<file path="config.mk">
export PLATFORM = sky130hd
export DESIGN_NAME = mdpc_core
export DESIGN_NICKNAME = d
export VERILOG_FILES = /design/src/shared/mdpc_pkg.sv /design/src/shared/mdpc_cond_if.sv /design/src/logic/mdpc_core.sv /design/src/logic/mdpc_cond_mux.sv
export SDC_FILE = /design/constraint.sdc
export NUM_CORES = 1
export LEC_CHECK = 0
export ABC_CLOCK_PERIOD_IN_PS = 8200
export BUFFER_PORTS_ARGS = -buffer_cell sky130_fd_sc_hd__buf_2
export CAP_MARGIN = 20
export CELL_PAD_IN_SITES_DETAIL_PLACEMENT = 0
export CELL_PAD_IN_SITES_GLOBAL_PLACEMENT = 1
export CORE_MARGIN = 2
export CORE_UTILIZATION = 51
export CTS_BUF_LIST = sky130_fd_sc_hd__clkbuf_8
export DETAILED_ROUTE_END_ITERATION = 7
export GPL_TIMING_DRIVEN = 0
export PLACE_DENSITY_LB_ADDON = 0.1
export SYNTH_ARGS = -nofsm -noshare
export SYNTH_HDL_FRONTEND = slang
export SYNTH_HIERARCHICAL = 1
export SYNTH_SLANG_ARGS = --single-unit
export TNS_END_PERCENT = 10
</file>
<file path="constraint.sdc">
create_clock -name clk_in -period 8.2 [get_ports clk_in]
set_input_delay 0.41 -clock clk_in [delete_from_list [all_inputs] [get_ports clk_in]]
set_output_delay 0.41 -clock clk_in [all_outputs]
set_load 0.01 [all_outputs]
</file>
<file path="src/shared/mdpc_pkg.sv">
package mdpc_pkg;

  // Datapath sizes.
  localparam int WORD_W    = 16;
  localparam int ADDR_W    = 5;
  localparam int STATUS_W  = 8;
  localparam int FLAG_W    = 4;
  localparam int SEL_W     = 4;
  localparam int NUM_COND  = 12;

  // Microword fields.
  localparam int CLASS_HI  = 15;
  localparam int CLASS_LO  = 13;
  localparam int DEST_HI   = 12;
  localparam int DEST_LO   = 11;
  localparam int SRC_HI    = 10;
  localparam int SRC_LO    = 9;
  localparam int OP_HI     = 8;
  localparam int OP_LO     = 7;
  localparam int BYTE_BIT  = 6;
  localparam int ADDR_LO   = 0;
  localparam int SEL_LO    = 0;
  localparam int UFLAG_LO  = 5;

  // Instruction classes.
  localparam logic [2:0] CLS_NORMAL = 3'h0;
  localparam logic [2:0] CLS_IMM    = 3'h1;
  localparam logic [2:0] CLS_NOP    = 3'h2;
  localparam logic [2:0] CLS_SAVE   = 3'h3;
  localparam logic [2:0] CLS_TEST   = 3'h4;
  localparam logic [2:0] CLS_UFLAG  = 3'h5;
  localparam logic [2:0] CLS_LOAD   = 3'h6;

  // Destinations.
  localparam logic [1:0] DST_NONE = 2'h0;
  localparam logic [1:0] DST_RAM  = 2'h1;
  localparam logic [1:0] DST_ACC  = 2'h2;
  localparam logic [1:0] DST_BUS  = 2'h3;

  // Operand sources.
  localparam logic [1:0] SRC_RAM  = 2'h0;
  localparam logic [1:0] SRC_ACC  = 2'h1;
  localparam logic [1:0] SRC_DLAT = 2'h2;
  localparam logic [1:0] SRC_STAT = 2'h3;

  // Operations.
  localparam logic [1:0] OP_PASS  = 2'h0;
  localparam logic [1:0] OP_ADD   = 2'h1;
  localparam logic [1:0] OP_ADDC  = 2'h2;
  localparam logic [1:0] OP_AND   = 2'h3;

  // Status bit positions.
  localparam int ST_Z   = 0;
  localparam int ST_C   = 1;
  localparam int ST_N   = 2;
  localparam int ST_OVR = 3;

  // Reset values.
  localparam logic [15:0] WORD_RST   = 16'h0000;
  localparam logic [7:0]  STATUS_RST = 8'h00;
  localparam logic [3:0]  SEL_RST    = 4'h0;

endpackage : mdpc_pkg

</file>
<file path="src/shared/mdpc_cond_if.sv">
`timescale 1ns/1ps
// Carries the condition inputs and selection to the condition multiplexer.
interface mdpc_cond_if;
  logic [3:0] zcnv;
  logic [3:0] sel;
  logic       pass;

  modport core (output zcnv, output sel, input pass);
  modport mux  (input zcnv, input sel, output pass);
endinterface : mdpc_cond_if

</file>
<file path="src/logic/mdpc_core.sv">
`timescale 1ns/1ps
// Pin-level control of a microprogrammable 16-bit datapath slice.
module mdpc_core #(
  parameter int WORD_W = mdpc_pkg::WORD_W,
  parameter int ADDR_W = mdpc_pkg::ADDR_W
) (
  // Clock and reset
  input  wire logic              clk_in,
  input  wire logic              sys_rst_in,
  // Datapath clock pin and control inputs
  input  wire logic              sys_clock_in,
  input  wire logic              instr_enable_n_in,
  input  wire logic              status_update_gate_n_in,
  input  wire logic              in_latch_open_in,
  input  wire logic [WORD_W-1:0] microword_in,
  // Flag port
  input  wire logic              flag_port_oe_in,
  input  wire logic [3:0]        flag_port_in,
  output logic      [3:0]        flag_port_out,
  output logic                   flag_port_oe_out,
  // Data bus
  input  wire logic              data_bus_oe_n_in,
  input  wire logic [WORD_W-1:0] data_bus_in,
  output logic      [WORD_W-1:0] data_bus_out,
  output logic                   data_bus_oe_out,
  // Condition result
  output logic                   cond_pass_out
);

  // The field layout is fixed at 16 bits with a 32-word register file.
  if (WORD_W != mdpc_pkg::WORD_W || ADDR_W != mdpc_pkg::ADDR_W)
    $error("mdpc_core supports only a 16-bit word and 5-bit address");

  localparam int RAM_WORDS = 1 << ADDR_W;

  // Merges a new value into an old one, low byte only in byte mode.
  function automatic logic [15:0] merge_w(input logic [15:0] old_v,
                                          input logic [15:0] new_v,
                                          input logic        byte_m);
    merge_w = byte_m ? {old_v[15:8], new_v[7:0]} : new_v;
  endfunction : merge_w

  // Rising-edge and phase tracking of the datapath clock pin.
  logic clk_pin_q;
  logic clk_pin_d;
  logic rise;

  // Instruction latch state.
  logic        imm_q;
  logic        imm_d;
  logic [15:0] instr_hold_q;
  logic [15:0] instr_hold_d;

  // Storage elements.
  logic [15:0] ram_mem [RAM_WORDS];
  logic [15:0] ram_lat_q;
  logic [15:0] ram_lat_d;
  logic [15:0] acc_q;
  logic [15:0] acc_d;
  logic [7:0]  stat_q;
  logic [7:0]  stat_d;
  logic [15:0] dlat_q;
  logic [15:0] dlat_d;
  logic [3:0]  sel_q;
  logic [3:0]  sel_d;

  // Output flip-flops.
  logic [3:0]  flag_out_d;
  logic        flag_oe_d;
  logic [15:0] bus_out_d;
  logic        bus_oe_d;
  logic        pass_d;

  // Decoded instruction and datapath results.
  logic [15:0] instr;
  logic [2:0]  cls;
  logic [1:0]  dest;
  logic [1:0]  src;
  logic [1:0]  op;
  logic        byte_m;
  logic [4:0]  addr;
  logic        exec;
  logic [15:0] operand;
  logic [15:0] result;
  logic [3:0]  alu_flags;
  logic        ram_we;
  logic [15:0] ram_wdata;

  mdpc_cond_if cond ();

  mdpc_cond_mux u_cond (
    .cond (cond.mux)
  );

  assign rise = sys_clock_in & ~clk_pin_q;

  // Instruction latch: transparent, or holding the opcode of an immediate.
  always_comb
  begin
    instr  = imm_q ? instr_hold_q : microword_in;
    cls    = instr[mdpc_pkg::CLASS_HI:mdpc_pkg::CLASS_LO];
    dest   = instr[mdpc_pkg::DEST_HI:mdpc_pkg::DEST_LO];
    src    = instr[mdpc_pkg::SRC_HI:mdpc_pkg::SRC_LO];
    op     = instr[mdpc_pkg::OP_HI:mdpc_pkg::OP_LO];
    byte_m = instr[mdpc_pkg::BYTE_BIT];
    addr   = instr[mdpc_pkg::ADDR_LO +: 5];
    // The first cycle of an immediate only fetches; the second one executes.
    exec   = imm_q || cls != mdpc_pkg::CLS_IMM;
  end

  // Operand selection and a small ALU with byte or word flags.
  always_comb
  begin
    logic [16:0] sum;
    logic        cin;
    logic        msb;
    logic        cout;
    logic        amsb;
    logic        bmsb;
    sum  = 17'h00000;
    cin  = 1'b0;
    msb  = 1'b0;
    cout = 1'b0;
    amsb = 1'b0;
    bmsb = 1'b0;
    unique case (src)
      mdpc_pkg::SRC_RAM:  operand = ram_lat_q;
      mdpc_pkg::SRC_ACC:  operand = acc_q;
      mdpc_pkg::SRC_DLAT: operand = dlat_q;
      mdpc_pkg::SRC_STAT: operand = {8'h00, stat_q};
    endcase
    if (imm_q)
    begin
      operand = microword_in;
    end
    cin  = (op == mdpc_pkg::OP_ADDC) ? stat_q[mdpc_pkg::ST_C] : 1'b0;
    sum  = {1'b0, operand} + {1'b0, acc_q} + {16'h0000, cin};
    unique case (op)
      mdpc_pkg::OP_PASS: result = operand;
      mdpc_pkg::OP_ADD:  result = sum[15:0];
      mdpc_pkg::OP_ADDC: result = sum[15:0];
      mdpc_pkg::OP_AND:  result = operand & acc_q;
    endcase
    if (cls == mdpc_pkg::CLS_SAVE)
    begin
      result = {8'h00, stat_q};
    end
    msb  = byte_m ? result[7] : result[15];
    amsb = byte_m ? operand[7] : operand[15];
    bmsb = byte_m ? acc_q[7] : acc_q[15];
    cout = byte_m ? (operand[8] ^ acc_q[8] ^ sum[8]) : sum[16];
    if (op == mdpc_pkg::OP_ADD || op == mdpc_pkg::OP_ADDC)
    begin
      alu_flags[mdpc_pkg::ST_C]   = cout;
      alu_flags[mdpc_pkg::ST_OVR] = (amsb == bmsb) && (msb != amsb);
    end
    else
    begin
      alu_flags[mdpc_pkg::ST_C]   = 1'b0;
      alu_flags[mdpc_pkg::ST_OVR] = 1'b0;
    end
    alu_flags[mdpc_pkg::ST_N] = msb;
    alu_flags[mdpc_pkg::ST_Z] = byte_m ? (result[7:0] == 8'h00) : (result == 16'h0000);
  end

  // Register file write during the low phase of the clock pin.
  always_comb
  begin
    ram_we    = ~sys_clock_in && ~instr_enable_n_in && exec &&
                dest == mdpc_pkg::DST_RAM &&
                cls inside {mdpc_pkg::CLS_NORMAL, mdpc_pkg::CLS_IMM,
                            mdpc_pkg::CLS_SAVE};
    ram_wdata = merge_w(ram_mem[addr], result, byte_m);
  end

  // The register file itself has no reset.
  always_ff @(posedge clk_in)
  begin
    if (ram_we)
    begin
      ram_mem[addr] <= ram_wdata;
    end
  end

  // Next values of the latches, accumulator, status and selector.
  always_comb
  begin
    logic stat_ok;
    logic acc_ok;
    stat_ok      = 1'b0;
    acc_ok       = 1'b0;
    clk_pin_d    = sys_clock_in;
    imm_d        = imm_q;
    instr_hold_d = instr_hold_q;
    ram_lat_d    = ram_lat_q;
    acc_d        = acc_q;
    stat_d       = stat_q;
    dlat_d       = dlat_q;
    sel_d        = sel_q;
    if (sys_clock_in)
    begin
      ram_lat_d = ram_mem[addr];
    end
    if (in_latch_open_in)
    begin
      dlat_d = data_bus_oe_n_in ? data_bus_in : result;
    end
    // Immediate mode is entered and left only on rising edges.
    if (rise)
    begin
      if (imm_q)
      begin
        imm_d = 1'b0;
      end
      else if (cls == mdpc_pkg::CLS_IMM && ~instr_enable_n_in)
      begin
        imm_d        = 1'b1;
        instr_hold_d = microword_in;
      end
    end
    acc_ok  = rise && ~instr_enable_n_in && exec;
    stat_ok = acc_ok && ~status_update_gate_n_in;
    if (acc_ok && dest == mdpc_pkg::DST_ACC &&
        cls inside {mdpc_pkg::CLS_NORMAL, mdpc_pkg::CLS_IMM, mdpc_pkg::CLS_SAVE})
    begin
      acc_d = merge_w(acc_q, result, byte_m);
    end
    if (stat_ok)
    begin
      unique case (cls)
        mdpc_pkg::CLS_NORMAL, mdpc_pkg::CLS_IMM:
        begin
          stat_d[3:0] = alu_flags;
        end
        mdpc_pkg::CLS_UFLAG:
        begin
          stat_d[7:4] = instr[mdpc_pkg::UFLAG_LO +: 4];
        end
        mdpc_pkg::CLS_LOAD:
        begin
          stat_d = byte_m ? {stat_q[7:4], result[3:0]} : result[7:0];
        end
        mdpc_pkg::CLS_NOP, mdpc_pkg::CLS_SAVE, mdpc_pkg::CLS_TEST:
        begin
          stat_d = stat_q;
        end
        default:
        begin
          stat_d = stat_q;
        end
      endcase
    end
    // The selector only follows the microword while instructions are enabled.
    if (~instr_enable_n_in && ~imm_q && cls == mdpc_pkg::CLS_TEST)
    begin
      sel_d = instr[mdpc_pkg::SEL_LO +: 4];
    end
  end

  // Condition inputs come from the flag pins when the port is not driven.
  always_comb
  begin
    cond.zcnv = flag_port_oe_in ? stat_q[3:0] : flag_port_in;
    cond.sel  = sel_q;
  end

  // Next values of the output flip-flops.
  always_comb
  begin
    pass_d     = cond.pass;
    flag_out_d = stat_q[3:0];
    flag_oe_d  = ~flag_port_oe_in;
    bus_out_d  = result;
    bus_oe_d   = data_bus_oe_n_in;
  end

  // All registers but the register file; the synchronous reset clears them, except clk_pin_q and both pin enables, which load 1.
  always_ff @(posedge clk_in)
  begin
    if (sys_rst_in)
    begin
      clk_pin_q        <= 1'b1;  // Idle pin level, so no false rise follows reset.
      imm_q            <= 1'b0;
      instr_hold_q     <= mdpc_pkg::WORD_RST;
      ram_lat_q        <= mdpc_pkg::WORD_RST;
      acc_q            <= mdpc_pkg::WORD_RST;
      stat_q           <= mdpc_pkg::STATUS_RST;
      dlat_q           <= mdpc_pkg::WORD_RST;
      sel_q            <= mdpc_pkg::SEL_RST;
      cond_pass_out    <= 1'b0;
      flag_port_out    <= 4'h0;
      flag_port_oe_out <= 1'b1;
      data_bus_out     <= mdpc_pkg::WORD_RST;
      data_bus_oe_out  <= 1'b1;
    end
    else
    begin
      clk_pin_q        <= clk_pin_d;
      imm_q            <= imm_d;
      instr_hold_q     <= instr_hold_d;
      ram_lat_q        <= ram_lat_d;
      acc_q            <= acc_d;
      stat_q           <= stat_d;
      dlat_q           <= dlat_d;
      sel_q            <= sel_d;
      cond_pass_out    <= pass_d;
      flag_port_out    <= flag_out_d;
      flag_port_oe_out <= flag_oe_d;
      data_bus_out     <= bus_out_d;
      data_bus_oe_out  <= bus_oe_d;
    end
  end

endmodule : mdpc_core

</file>
<file path="src/logic/mdpc_cond_mux.sv">
`timescale 1ns/1ps
// Forms the twelve condition signals and selects one of them.
module mdpc_cond_mux (
  // Condition carrier
  mdpc_cond_if.mux cond
);

  // One bit per condition; unused selector codes read as a fail.
  always_comb
  begin
    logic z;
    logic c;
    logic n;
    logic v;
    z = cond.zcnv[mdpc_pkg::ST_Z];
    c = cond.zcnv[mdpc_pkg::ST_C];
    n = cond.zcnv[mdpc_pkg::ST_N];
    v = cond.zcnv[mdpc_pkg::ST_OVR];
    unique case (cond.sel)
      4'h0:    cond.pass = z;
      4'h1:    cond.pass = ~z;
      4'h2:    cond.pass = c;
      4'h3:    cond.pass = ~c;
      4'h4:    cond.pass = n;
      4'h5:    cond.pass = ~n;
      4'h6:    cond.pass = v;
      4'h7:    cond.pass = ~v;
      4'h8:    cond.pass = n ^ v;
      4'h9:    cond.pass = ~(n ^ v);
      4'ha:    cond.pass = z | (n ^ v);
      4'hb:    cond.pass = ~z & ~c;
      default: cond.pass = 1'b0;
    endcase
  end

endmodule : mdpc_cond_mux

</file>
# ---- Word-level counts from Yosys, hierarchy flattened
# Memory sizes are Yosys's and may differ from the RTL's.
# Cells that the tools add are included.
dict set report word_totals {
  regBits 101
  latch_bits 0
  mem_bits_rw 512
  romBits 0
  inputBits 44
  output_inout_bits 23
  word_cells 119
  mem_count 1
}
# name words width rd rd_clocked_by_memory_dff wr line
set memory_table {}
lappend memory_table {ram_mem 32 16 1 0 1 mdpc_core.sv:55} ;# logic [15:0] ram_mem [RAM_WORDS];
dict set report op_classes {
  addsub 2
  n_mul 0
  div 0
  n_lt_le_gt_ge 0
  eq_ne 28
  n_shift 0
  mux 24
  bitwise_logic 19
  n_reduce_logical 30
}
# operator count
set op_table {}
lappend op_table {{$mux 16} 5}
lappend op_table {{$pmux 16 s4} 1}
lappend op_table {{$pmux 16 s3} 1}
lappend op_table {{$add 16x16->17} 1}
lappend op_table {{$add 17x1->17} 1}
lappend op_table {{$and 16x16->16} 1}
lappend op_table {{$eq 4x3->1 const B} 4}
lappend op_table {{$eq 4x4->1 const B} 4}
lappend op_table {{$logic_not 16->1} 1}
lappend op_table {{$pmux 4 s2} 2}
lappend op_table {{$logic_and 1x1->1} 13}
lappend op_table {{$mux 1} 12}
lappend op_table {{$not 1->1} 12}
lappend op_table {{$pmux 1 s12} 1}
lappend op_table {{$eq 2x2->1 const B} 5}
lappend op_table {{$eq 3x3->1 const B} 3}
lappend op_table {{$eq 4x2->1 const B} 2}
lappend op_table {{$logic_not 8->1} 1}
lappend op_table {{$mux 8} 1}
lappend op_table {{$eq 2x1->1 const B} 3}
lappend op_table {{$reduce_and 3->1} 2}
lappend op_table {{$eq 4x1->1 const B} 1}
lappend op_table {{$logic_not 2->1} 2}
lappend op_table {{$logic_not 4->1} 1}
lappend op_table {{16 further kinds} 23}

# ---- Logic depth before layout (Yosys ltp)
# Gate-level depths: netlist of the first run.
dict set report logic_depth {
  depth_word 13
  ltp_mapped 20
  ltp_nobuf 16
}

# ---- By module
# Netlist of the first run, hierarchy kept.
# module n_inst cells_per_inst area_per_inst_um2
set modules_own_cells {}
lappend modules_own_cells {mdpc_core 1 1612 25494.5}
lappend modules_own_cells {mdpc_cond_mux 1 18 123.9}

# ---- Worst setup path before layout of the first run
# No wires, ideal clock.
dict set report synth_timing {
  path_kind {reg2reg}
  from {reg imm_q}
  to {mem ram_mem[0][14] (data pin)}
  setup_time_ns 0.377
  arrival_ns 5.452
  required_ns 7.823
  setup_slack_ns 2.371
  path_stages_with_launch 18
  path_buffers 4
  synth_period_minus_slack_ns 5.829
  cell_sequence {dfxtp_1 -> buf_4 -> clkbuf_1 -> clkbuf_1 -> buf_1 -> mux2i_1 -> ha_1 -> nand2_1 -> fa_1 -> fa_1 -> nand2b_1 -> a2111oi_0 -> nor3_1 -> o21ai_1 -> xor2_1 -> a221oi_1 -> or2_2 -> a21oi_1}
}
dict set report synth_between {
  elab_chain_len 9
}
# item line
set synth_rtl {}
lappend synth_rtl {{start: declaration} mdpc_core.sv:49} ;# logic imm_q;
lappend synth_rtl {{start signal: assignment} mdpc_core.sv:299} ;# imm_q <= imm_d;
lappend synth_rtl {{$mux 16} mdpc_core.sv:100} ;# instr = imm_q ? instr_hold_q : microword_in;
lappend synth_rtl {{$eq 2x2->1, or another cell as far along} mdpc_core.sv:126} ;# unique case (src)
lappend synth_rtl {{$pmux 16 s4} mdpc_core.sv:126}
lappend synth_rtl {{$mux 16} mdpc_core.sv:132} ;# if (imm_q)
lappend synth_rtl {{$add 16x16->17} mdpc_core.sv:137} ;# sum = {1'b0, operand} + {1'b0, acc_q} + {16'h0000, cin};
lappend synth_rtl {{$add 17x1->17} mdpc_core.sv:137}
lappend synth_rtl {{$pmux 16 s3} mdpc_core.sv:138} ;# unique case (op)
lappend synth_rtl {{$mux 16} mdpc_core.sv:144} ;# if (cls == mdpc_pkg::CLS_SAVE)
lappend synth_rtl {{$mux 16 *} mdpc_core.sv:40} ;# merge_w = byte_m ? {old_v[15:8], new_v[7:0]} : new_v;
lappend synth_rtl {{via ram_wdata[14]} mdpc_core.sv:87} ;# logic [15:0] ram_wdata;
lappend synth_rtl {{end: declaration} mdpc_core.sv:55}
# Mark *: on every way through the listed nets, which the timed path passes. The rest lies on a longest branch.

# ---- Worst setup path in the final report of the first run
dict set report layout_timing {
  from {reg imm_q}
  to {mem ram_mem[28][14] (data pin)}
}
# Same word-level chain as after synthesis.

==> results.json, run 1 <==
{
  "outcome": "complete, no violations",
  "synth.avg_cell_area_um2": 15.7,
  "period_needed_ns": 7.06,
  "track_usage": 0.296,
  "synth_commonest_cells": "512 x edfxtp_1, 177 x nor2_1, 131 x mux4_2",
  "worst_hold_slack_ns": 0.0431,
  "crit_path_end_kind": "register",
  "min_to": "instr_hold_q[0]$_SDFFE_PP0P_",
  "regArea_um2": 17400,
  "netlist.top_cell.by_area": "edfxtp_1",
  "design_area_um2": 29600,
  "antenna_cells": 0,
  "multi_input_area_um2": 7890,
  "period_share": 0.861,
  "wl_um": 76300,
  "ir_drop_uv": 172,
  "path_class": "register to register",
  "clkSinkCount": 612,
  "path_cells": "buf_4, clkbuf_1, clkbuf_1, buf_1, mux2i_1, ha_1, nand2_1, fa_1, fa_1, nand2b_1, a2111oi_0, nor3_1, o21ai_1, xor2_1, a221oi_1, or2_2, a21oi_2, buf_8",
  "ys.flop_type": "edfxtp_1",
  "rrSetupSlack_ns": 1.14,
  "timing.setup.tns_ns": 0,
  "hp-start": "microword_in[0]",
  "synth_nets": 1695,
  "grt_pass1_wl_um": 110000,
  "grt_overflow": 0,
  "p_seq_frac": 0.542,
  "worst_ep_arrival_time_ns": 7.59,
  "max_freq_mhz": 142,
  "wl_per_cell_um": 29.4,
  "drtAntennaViolNets": 0,
  "cp.buffers_inverters": 5,
  "vias_per_cell": 6.23,
  "worst-path-max-fanout": 20,
  "routed-via-count": 16152,
  "placed_area_um2": 27800,
  "synthCells": 1630,
  "hold_path.class": "primary input to register",
  "place.port_buffers": 60,
  "yosys.area.top_type_share": 0.600,
  "cts_max_path_buffers": 3,
  "start_util": 0.514,
  "ios": 67,
  "synth_edf_count": 512,
  "gp_congestion": 0.890,
  "hold_viol": 0,
  "internal_power_mw": 4.78,
  "synth.yosys.seq_area_share": 0.678,
  "drt-initial-drc-count": 1957,
  "drc_errors": 0,
  "core_area_um2": 49900,
  "ctsResizeCount": 0,
  "final-setup-viol-count": 0,
  "reg2regPathDepth": 18,
  "cts_tree": "built",
  "crit_path_max_incr_delay_ns": 0.80,
  "die_y_um": 228,
  "ys_ff_latch": 612,
  "fin_cells": 2592,
  "dieArea_um2": 52000,
  "cp.required_ns": 8.73,
  "nNetsFinal": 1908,
  "grt_max_degree": 34,
  "htree_levels": 3,
  "maxSlewViolCount": 0,
  "leakagePower_nw": 10.1,
  "pwr-share-comb": 0.084,
  "fill_cells": 3933,
  "yosys_warnings": 6,
  "rsz0062_at_grt": "false",
  "placed_cells": 2408,
  "yosys-top-cells-area": "edfxtp_1 60%, mux4_2 12%, dfxtp_1 7.8%",
  "worstMarginPinSlew_ns": 1.36,
  "slew_headroom": 0.0961,
  "hpwlAfterDp_um": 54300,
  "cts_root_buf": "clkbuf_8",
  "ys_types": 76,
  "cts.clk_slew.worst_paths_ns": 0.06,
  "reg2reg_from": "imm_q$_SDFFE_PP0P_",
  "rows": 82,
  "hold_depth": 3,
  "slowest_stage": "a2111oi_0",
  "switching_share": 0.247,
  "dieWidth_um": 228,
  "skew_ns": 0.0475,
  "synth_area_um2": 25600,
  "cts_buffers": 97,
  "cts_hold_buf": 6,
  "antenna_found_initial": 0,
  "async_reset_ff_frac": 0,
  "grt_pass1_vias": 15815,
  "power_density_nw_per_um2": 214,
  "syn_to_final_growth_pct": 15.6,
  "cp-start-kind": "register",
  "drive_gt1_frac": 0.242,
  "worst_r2r_endpoint": "ram_mem[28][14]$_DFFE_PP_",
  "post_cts_buffers": 0,
  "path_delay_family": "buffers and inverters",
  "netSwitchingPower_mw": 1.56,
  "p_clk_frac": 0.374,
  "worstSkewPairLatency_ns": 0.72,
  "p_total_mw": 6.34,
  "yosysMostFrequentCell": "edfxtp_1",
  "maxCapViolations": 0,
  "drt_first_pass_iters": 6
}
cell type report:
cell class / instances / area share
plain buffers: 98 / 0.0141
flip-flops and latches: 612 / 0.587
clock inverters: 75 / 0.0120
well taps: 672 / 0.0284
clock buffers: 101 / 0.0469
multi-input cells: 899 / 0.267
inverters: 21 / 0.00266
repair buffers: 114 / 0.0425
power groups by stage:
stage / clock network, mW / logic (mW) / registers (mW)
floorplan: 0 / 0.288 / 3.50
global placement: 0 / 0.481 / 3.51
detailed placement: 0 / 0.523 / 3.50
CTS: 2.41 / 0.526 / 3.44
global route: 2.55 / 0.566 / 3.44
finish: 2.37 / 0.534 / 3.44
metal layers:
layer / up-vias / global-route usage / share of wire
li1: 6901 / - / -
met1: 8351 / 0.416 / 0.41
met2: 758 / 0.461 / 0.47
met3: 142 / 0.0573 / 0.087
met4: 0 / 0.120 / 0.038
met5: - / 0 / 0
cells in the final DEF, fill, tap and decap left out, types with 32 or more instances in the layout:
cell type / n
edfxtp_1: 512
mux4_2: 131
nand2_1: 96
a22oi_1: 52
mux2i_1: 48
buf_2: 79
clkbuf_1: 68
a21oi_1: 74
clkinv_1: 36
inv_1: 41
clkbuf_8: 101
nor2_1: 144
nor2_2: 32
dfxtp_1: 100
state kept, by name (all words and copies together), names as in the netlist, 4 cells and up:
| signal | count |
|---|---|
| ram_mem | 512 |
| dlat_q | 16 |
| flag_port_out | 4 |
| acc_q | 16 |
| instr_hold_q | 15 |
| stat_q | 8 |
| data_bus_out | 16 |
| cond.sel | 4 |
| ram_lat_q | 16 |
metrics by stage:
stage | utilization | setup slack (ns)
final | 0.594 | 1.14
after global routing | 0.594 | 0.777
after CTS | 0.593 | 1.34
after detailed placement | 0.557 | 1.40
after global placement | 0.537 | 0.275
after floorplan | - | 2.37
how the worst max path moves through the flow:
| stage | slack [ns] | cells after the start | startpoint | to |
|---|---|---|---|---|
| after floorplan | 2.37 | 17 | imm_q$_SDFFE_PP0P_ | ram_mem[0][14]$_DFFE_PP_ |
| after global placement | 0.27 | 17 | imm_q$_SDFFE_PP0P_ | ram_mem[6][14]$_DFFE_PP_ |
| after detailed placement | 1.40 | 18 | imm_q$_SDFFE_PP0P_ | ram_mem[29][14]$_DFFE_PP_ |
| after CTS | 1.34 | 18 | imm_q$_SDFFE_PP0P_ | ram_mem[30][14]$_DFFE_PP_ |
| after global routing | 0.78 | 18 | imm_q$_SDFFE_PP0P_ | ram_mem[30][14]$_DFFE_PP_ |
| final | 1.14 | 18 | imm_q$_SDFFE_PP0P_ | ram_mem[28][14]$_DFFE_PP_ |
worst reg2reg max path: stages, from the launching register on:
cell	delay, ns
dfxtp_1	0.36
buf_4	0.22
clkbuf_1	0.53
clkbuf_1	0.44
buf_1	0.58
mux2i_1	0.45
ha_1	0.25
nand2_1	0.08
fa_1	0.47
fa_1	0.47
nand2b_1	0.23
a2111oi_0	0.80
nor3_1	0.19
o21ai_1	0.25
xor2_1	0.17
a221oi_1	0.11
or2_2	0.45
a21oi_2	0.57
buf_8	0.25
cell families (layout without fill, tap and decap cells):
kind of cell,Yosys count,after routing,synth area share
fa+ha+maj,21,21,0.0108
xor+xnor,4,4,0.00137
mux,202,202,0.148
compound gates,282,282,0.0743
simple gates,390,390,0.0681
buf+inv,119,409,0.0194
flops,612,612,0.678
No activity file was read; power rests on OpenSTA's default activity.
==> inputs of run 2 (changes only) <==
ABC_AREA = 1   (was default)
==> run 2 against run 1 <==
Sequential share of layout area is 0.55 points higher. First-iteration DRC count is 6.8% higher. Clock skew is 0.014 ns lower. Global-route usage is 1.8 points higher. Register-to-register slack better by 1.5 ns. Worst hold slack better by 0.0018 ns. Design area is 0.81% lower. Critical path depth is 2 higher. Sequential power hardly changed. Largest cell class unchanged. Largest power group unchanged.
==> results.json, run 2 <==
{
  "synth_commonest_cells": "512 x edfxtp_1, 419 x nand2_1, 226 x a22oi_1",
  "worst_ep_arrival_time_ns": 6.05,
  "grt_overflow": 0,
  "wl_per_cell_um": 25.4,
  "maxCapViolations": 0,
  "rrSetupSlack_ns": 2.68,
  "cts.clk_slew.worst_paths_ns": 0.06,
  "cp.required_ns": 8.73,
  "core_area_um2": 49200,
  "cts_max_path_buffers": 3,
  "rows": 81,
  "clkSinkCount": 613,
  "worst-path-max-fanout": 18,
  "drt_first_pass_iters": 6,
  "grt_max_degree": 37,
  "grt_pass1_wl_um": 117000,
  "ys_ff_latch": 613,
  "drive_gt1_frac": 0.150,
  "yosysMostFrequentCell": "edfxtp_1",
  "setup_slack_ns": 2.68,
  "synth_nets": 2275,
  "timing.setup.tns_ns": 0,
  "largest_register": "ram_mem",
  "drc_errors": 0,
  "hold_path.class": "primary input to register",
  "place.port_buffers": 64,
  "track_usage": 0.314,
  "nNetsFinal": 2496,
  "syn_to_final_growth_pct": 15.4,
  "cts_buffers": 97,
  "dieWidth_um": 227,
  "final-setup-viol-count": 0,
  "fill_cells": 4070,
  "gp_congestion": 1.01,
  "worstMarginPinSlew_ns": 1.04,
  "post_cts_buffers": 0,
  "hpwlAfterDp_um": 57500,
  "synth_edf_count": 512,
  "synth.avg_cell_area_um2": 11.5,
  "wl_um": 80300,
  "die_y_um": 227,
  "cts_root_buf": "clkbuf_8",
  "dp_slack_ns": 2.75,
  "grt_pass1_vias": 18158,
  "ys.flop_type": "edfxtp_1",
  "outcome": "complete, no violations",
  "drt-initial-drc-count": 2090,
  "dieArea_um2": 51700,
  "worst_hold_slack_ns": 0.0449,
  "cts_tree": "built",
  "maxSlewViolCount": 0,
  "ys_types": 45,
  "synth.yosys.seq_area_share": 0.683,
  "period_share": 0.673,
  "skew_ns": 0.0339,
  "vias_per_cell": 5.95,
  "synthCells": 2210,
  "cts_hold_buf": 12,
  "layout_common_cells": "512 x edfxtp_1, 418 x nand2_1, 226 x a22oi_1",
  "start_util": 0.518,
  "hold_viol": 0,
  "leakagePower_nw": 11.0,
  "crit_path_end_kind": "register",
  "path_class": "register to register",
  "rsz0062_at_grt": "false",
  "max_freq_mhz": 181,
  "htree_levels": 3,
  "ctsResizeCount": 0,
  "synth_area_um2": 25500,
  "routed-via-count": 18825,
  "largest_reg_flops": 512,
  "yosys_warnings": 6,
  "ios": 67,
  "netlist.top_cell.by_area": "edfxtp_1",
  "period_needed_ns": 5.52,
  "slew_headroom": 0.303,
  "yosys-top-cells-area": "edfxtp_1 60%, dfxtp_1 7.9%, a22oi_1 6.7%",
  "antenna_found_initial": 3,
  "ir_drop_uv": 147,
  "async_reset_ff_frac": 0,
  "power_density_nw_per_um2": 216,
  "final_common_cell": "edfxtp_1",
  "cp-start-kind": "register",
  "yosys.area.top_type_share": 0.604,
  "worstSkewPairLatency_ns": 0.71,
  "drtAntennaViolNets": 0
}
## run 2: cell count changes in the layout (fill, tap and decap cells not counted), moves of 42 or more
cell,change
a22oi_1,+174
inv_1,+151
mux2i_1,-46
mux4_2,-131
nand2_1,+322
nand3_1,+73
o21ai_0,+56
buf_2,+42
a21oi_1,+114
## run 2: layout make-up
class | instances | area, um2 | area share
antenna | 1 | 2.50 | 0.0000852
buffer | 107 | 503 | 0.0171
clock buffer | 98 | 1350 | 0.0459
clock inverter | 70 | 323 | 0.0110
inverter | 176 | 662 | 0.0225
multi-input combinational | 1314 | 7000 | 0.238
sequential | 613 | 17400 | 0.592
tap | 664 | 831 | 0.0283
timing repair buffer | 122 | 1300 | 0.0443
## run 2: worst max-delay path, stage by stage (launching register included)
cell,delay (ns)
dfxtp_1,0.37
inv_2,0.16
buf_2,0.30
clkbuf_1,0.50
or2_2,0.20
o21ai_0,0.29
inv_1,0.19
ha_1,0.16
nand2_1,0.09
fa_1,0.49
fa_1,0.40
inv_1,0.12
nand3_1,0.08
nand2_1,0.15
nand2_1,0.10
nand3b_1,0.09
nand3_1,0.07
nand2_1,0.08
nand3_1,0.42
o21ai_2,0.81
buf_8,0.25
## run 2: path summary, 6_finish.rpt
| path | startpoint | end | cells after the start |
|---|---|---|---|
| setup / recovery | imm_q$_SDFFE_PP0P_ | ram_mem[1][8]$_DFFE_PP_ | 20 |
| hold / removal | data_bus_in[2] | dlat_q[2]$_SDFFE_PP0P_ | 3 |
| setup reg to reg | imm_q$_SDFFE_PP0P_ | ram_mem[1][8]$_DFFE_PP_ | 20 |
| hold reg to reg | instr_hold_q[15]$_SDFFE_PP0P_ | instr_hold_q[15]$_SDFFE_PP0P_ | 2 |
## run 2: stage by stage
step           cells  power, mW  utilization  cell area [um2]
2_1_floorplan   2210       3.82            -            25500
3_3_place_gp    2938       4.04        0.541            26600
3_5_place_dp    2980       4.08        0.559            27500
4_1_cts         3160       6.35        0.596            29300
5_1_grt         3165       6.55        0.598            29400
6_report        3165       6.34        0.598            29400
## run 2: kinds of logic after synthesis
kind of cell | share of synthesized area
multiplexers | 0.000786
AND/OR/NAND/NOR | 0.124
AO/OA/AOI/OAI | 0.136
buffers and inverters | 0.0457
adder cells (fa/ha/maj) | 0.0109
flip-flops | 0.683
## run 2: layer usage
layer / up-vias / routed length [um] / GRT usage
li1: 8454 / - / -
met1: 9235 / 31900 / 0.411
met2: 955 / 38800 / 0.517
met3: 179 / 6070 / 0.0563
met4: 2 / 3450 / 0.139
met5: - / 12 / 0
## run 2: report_power, final
part	switching, mW	internal [mW]
Combinational	0.419	0.162
Sequential	0.0102	3.45
Clock	1.19	1.11
==> inputs of run 3 (changes only) <==
ABC_AREA = 0   (was 1)
ABC_CLOCK_PERIOD_IN_PS = 5300   (was 8200)
clock period = 5.3 ns   (was 8.2 ns; I/O delays follow)
==> run 3 against run 2 <==
Register-to-register slack lost 2.4 ns. Critical path type unchanged. Largest cell class unchanged. Design area grew 2.6%. Clock skew shrank 0.0029 ns. Non-clock buffer count grew 8. Core utilization grew 0.69 points. Combinational power grew 51%. Wire length shrank 3.2%. Via count shrank 13%.
==> results.json, run 3 (synthesis gave the netlist of run 1 again) <==
{
  "grt_overflow": 0,
  "cts_max_path_buffers": 3,
  "final-setup-viol-count": 0,
  "path_class": "register to register",
  "nNetsFinal": 1937,
  "drc_errors": 0,
  "final_common_cell": "edfxtp_1",
  "antenna_cells": 0,
  "largest_reg_flops": 512,
  "wl_um": 77700,
  "period_needed_ns": 5.06,
  "crit_path_end_kind": "register",
  "largest_register": "ram_mem",
  "grt_pass1_vias": 16047,
  "cts.clk_slew.worst_paths_ns": 0.06,
  "clkSinkCount": 612,
  "rrSetupSlack_ns": 0.24,
  "period_share": 0.955,
  "dieArea_um2": 52000,
  "syn_to_final_growth_pct": 17.6,
  "layout_common_cells": "512 x edfxtp_1, 144 x nor2_1, 131 x mux4_2",
  "grt_max_degree": 35,
  "die_y_um": 228,
  "slew_headroom": 0.250,
  "gp_congestion": 0.911,
  "setup_slack_ns": 0.237,
  "p_total_mw": 10.1,
  "power_density_nw_per_um2": 334,
  "htree_levels": 3,
  "max_freq_mhz": 198,
  "rsz0062_at_grt": "false",
  "timing.setup.tns_ns": 0,
  "maxSlewViolCount": 0,
  "drive_gt1_frac": 0.250,
  "hpwlAfterDp_um": 54200,
  "wl_per_cell_um": 29.7,
  "dieWidth_um": 228,
  "drt_first_pass_iters": 5,
  "hold_viol": 0,
  "rows": 82,
  "vias_per_cell": 6.23,
  "grt_pass1_wl_um": 112000,
  "start_util": 0.514,
  "hold_path.class": "primary input to register",
  "worst_ep_arrival_time_ns": 5.49,
  "drtAntennaViolNets": 0,
  "track_usage": 0.301,
  "skew_ns": 0.0309,
  "cp.required_ns": 5.73,
  "routed-via-count": 16316,
  "drt-initial-drc-count": 1892,
  "outcome": "complete, no violations",
  "dp_slack_ns": -1.78,
  "cp-start-kind": "register",
  "antenna_found_initial": 2,
  "cts_root_buf": "clkbuf_8",
  "worstMarginPinSlew_ns": 1.13,
  "cts_tree": "built",
  "ios": 67,
  "worstSkewPairLatency_ns": 0.70,
  "core_area_um2": 49900,
  "ir_drop_uv": 277,
  "worst-path-max-fanout": 24,
  "leakagePower_nw": 10.3,
  "maxCapViolations": 0,
  "place.port_buffers": 60,
  "cts_buffers": 98
}
## run 3: changes by cell type in the layout (fill, tap and decap cells not counted), sizes merged, moves of 49 or more
cell / delta
a21oi: -104
o21ai: -69
mux2i: +49
mux4: +136
nand3: -74
inv: -152
nand2: -330
a22oi: -174
## run 3: critical path, cell delays in order, from the launching register on
cell      delay (ns)
dfxtp_1         0.36
buf_4           0.22
buf_6           0.22
buf_4           0.24
mux2i_4         0.34
ha_1            0.22
nand2_1         0.08
fa_1            0.47
fa_1            0.47
nand2b_1        0.25
a21oi_1         0.21
a211oi_1        0.09
o221a_2         0.28
a21oi_1         0.52
inv_1           0.49
buf_16          0.29
## run 3: power by group
group          total, mW  internal (mW)  switching, mW
registers           5.32           5.30         0.0175
clock network       3.87           1.99           1.88
logic              0.875          0.301          0.574
total               10.1           7.59           2.47
## run 3: cell type report
| class | count | area (um2) |
|---|---|---|
| fillers | 3896 | 19700 |
| flip-flops and latches | 612 | 17400 |
| multi-input cells | 901 | 8040 |
| repair buffers | 141 | 1540 |
| clock buffers | 106 | 1460 |
| well taps | 672 | 841 |
| plain buffers | 96 | 422 |
| clock inverters | 69 | 378 |
| inverters | 21 | 82.6 |
| repair inverters | 1 | 5.00 |
## run 3: layer usage
| layer | vias up | track usage | share of wire |
|---|---|---|---|
| met4 | 0 | 0.135 | 0.045 |
| met2 | 847 | 0.465 | 0.46 |
| met3 | 164 | 0.0618 | 0.090 |
| li1 | 6970 | - | - |
| met1 | 8335 | 0.418 | 0.40 |
| met5 | - | 0 | 0 |
## run 3: what timing repair did
action | in CTS | in global routing
buffers inserted | 5 | 2
hold buffers | 29 | 0
setup endpoints to repair | 483 | 266
gates resized for setup | 17 | 8
cloned | 3 | 0
pin swaps | 2 | 2
hold endpoints to repair | 26 | 0
## run 3: worst paths after layout
kind,startpoint,end,cells after the start
worst max-delay path,imm_q$_SDFFE_PP0P_,ram_mem[22][4]$_DFFE_PP_,15
worst min-delay path,data_bus_in[12],dlat_q[12]$_SDFFE_PP0P_,5
worst max register to register,imm_q$_SDFFE_PP0P_,ram_mem[22][4]$_DFFE_PP_,15
worst min register to register,instr_hold_q[12]$_SDFFE_PP0P_,instr_hold_q[12]$_SDFFE_PP0P_,2
## run 3: through the flow
| stage | hold slack, ns | area (um2) | std cells | util |
|---|---|---|---|---|
| after floorplan | 0.339 | 25600 | 1630 | - |
| after global placement | 0.470 | 26800 | 2362 | 0.537 |
| after detailed placement | 0.480 | 27800 | 2407 | 0.557 |
| after CTS | 0.0194 | 30100 | 2618 | 0.603 |
| after global routing | 0.0458 | 30100 | 2619 | 0.604 |
| final | 0.0364 | 30100 | 2619 | 0.604 |
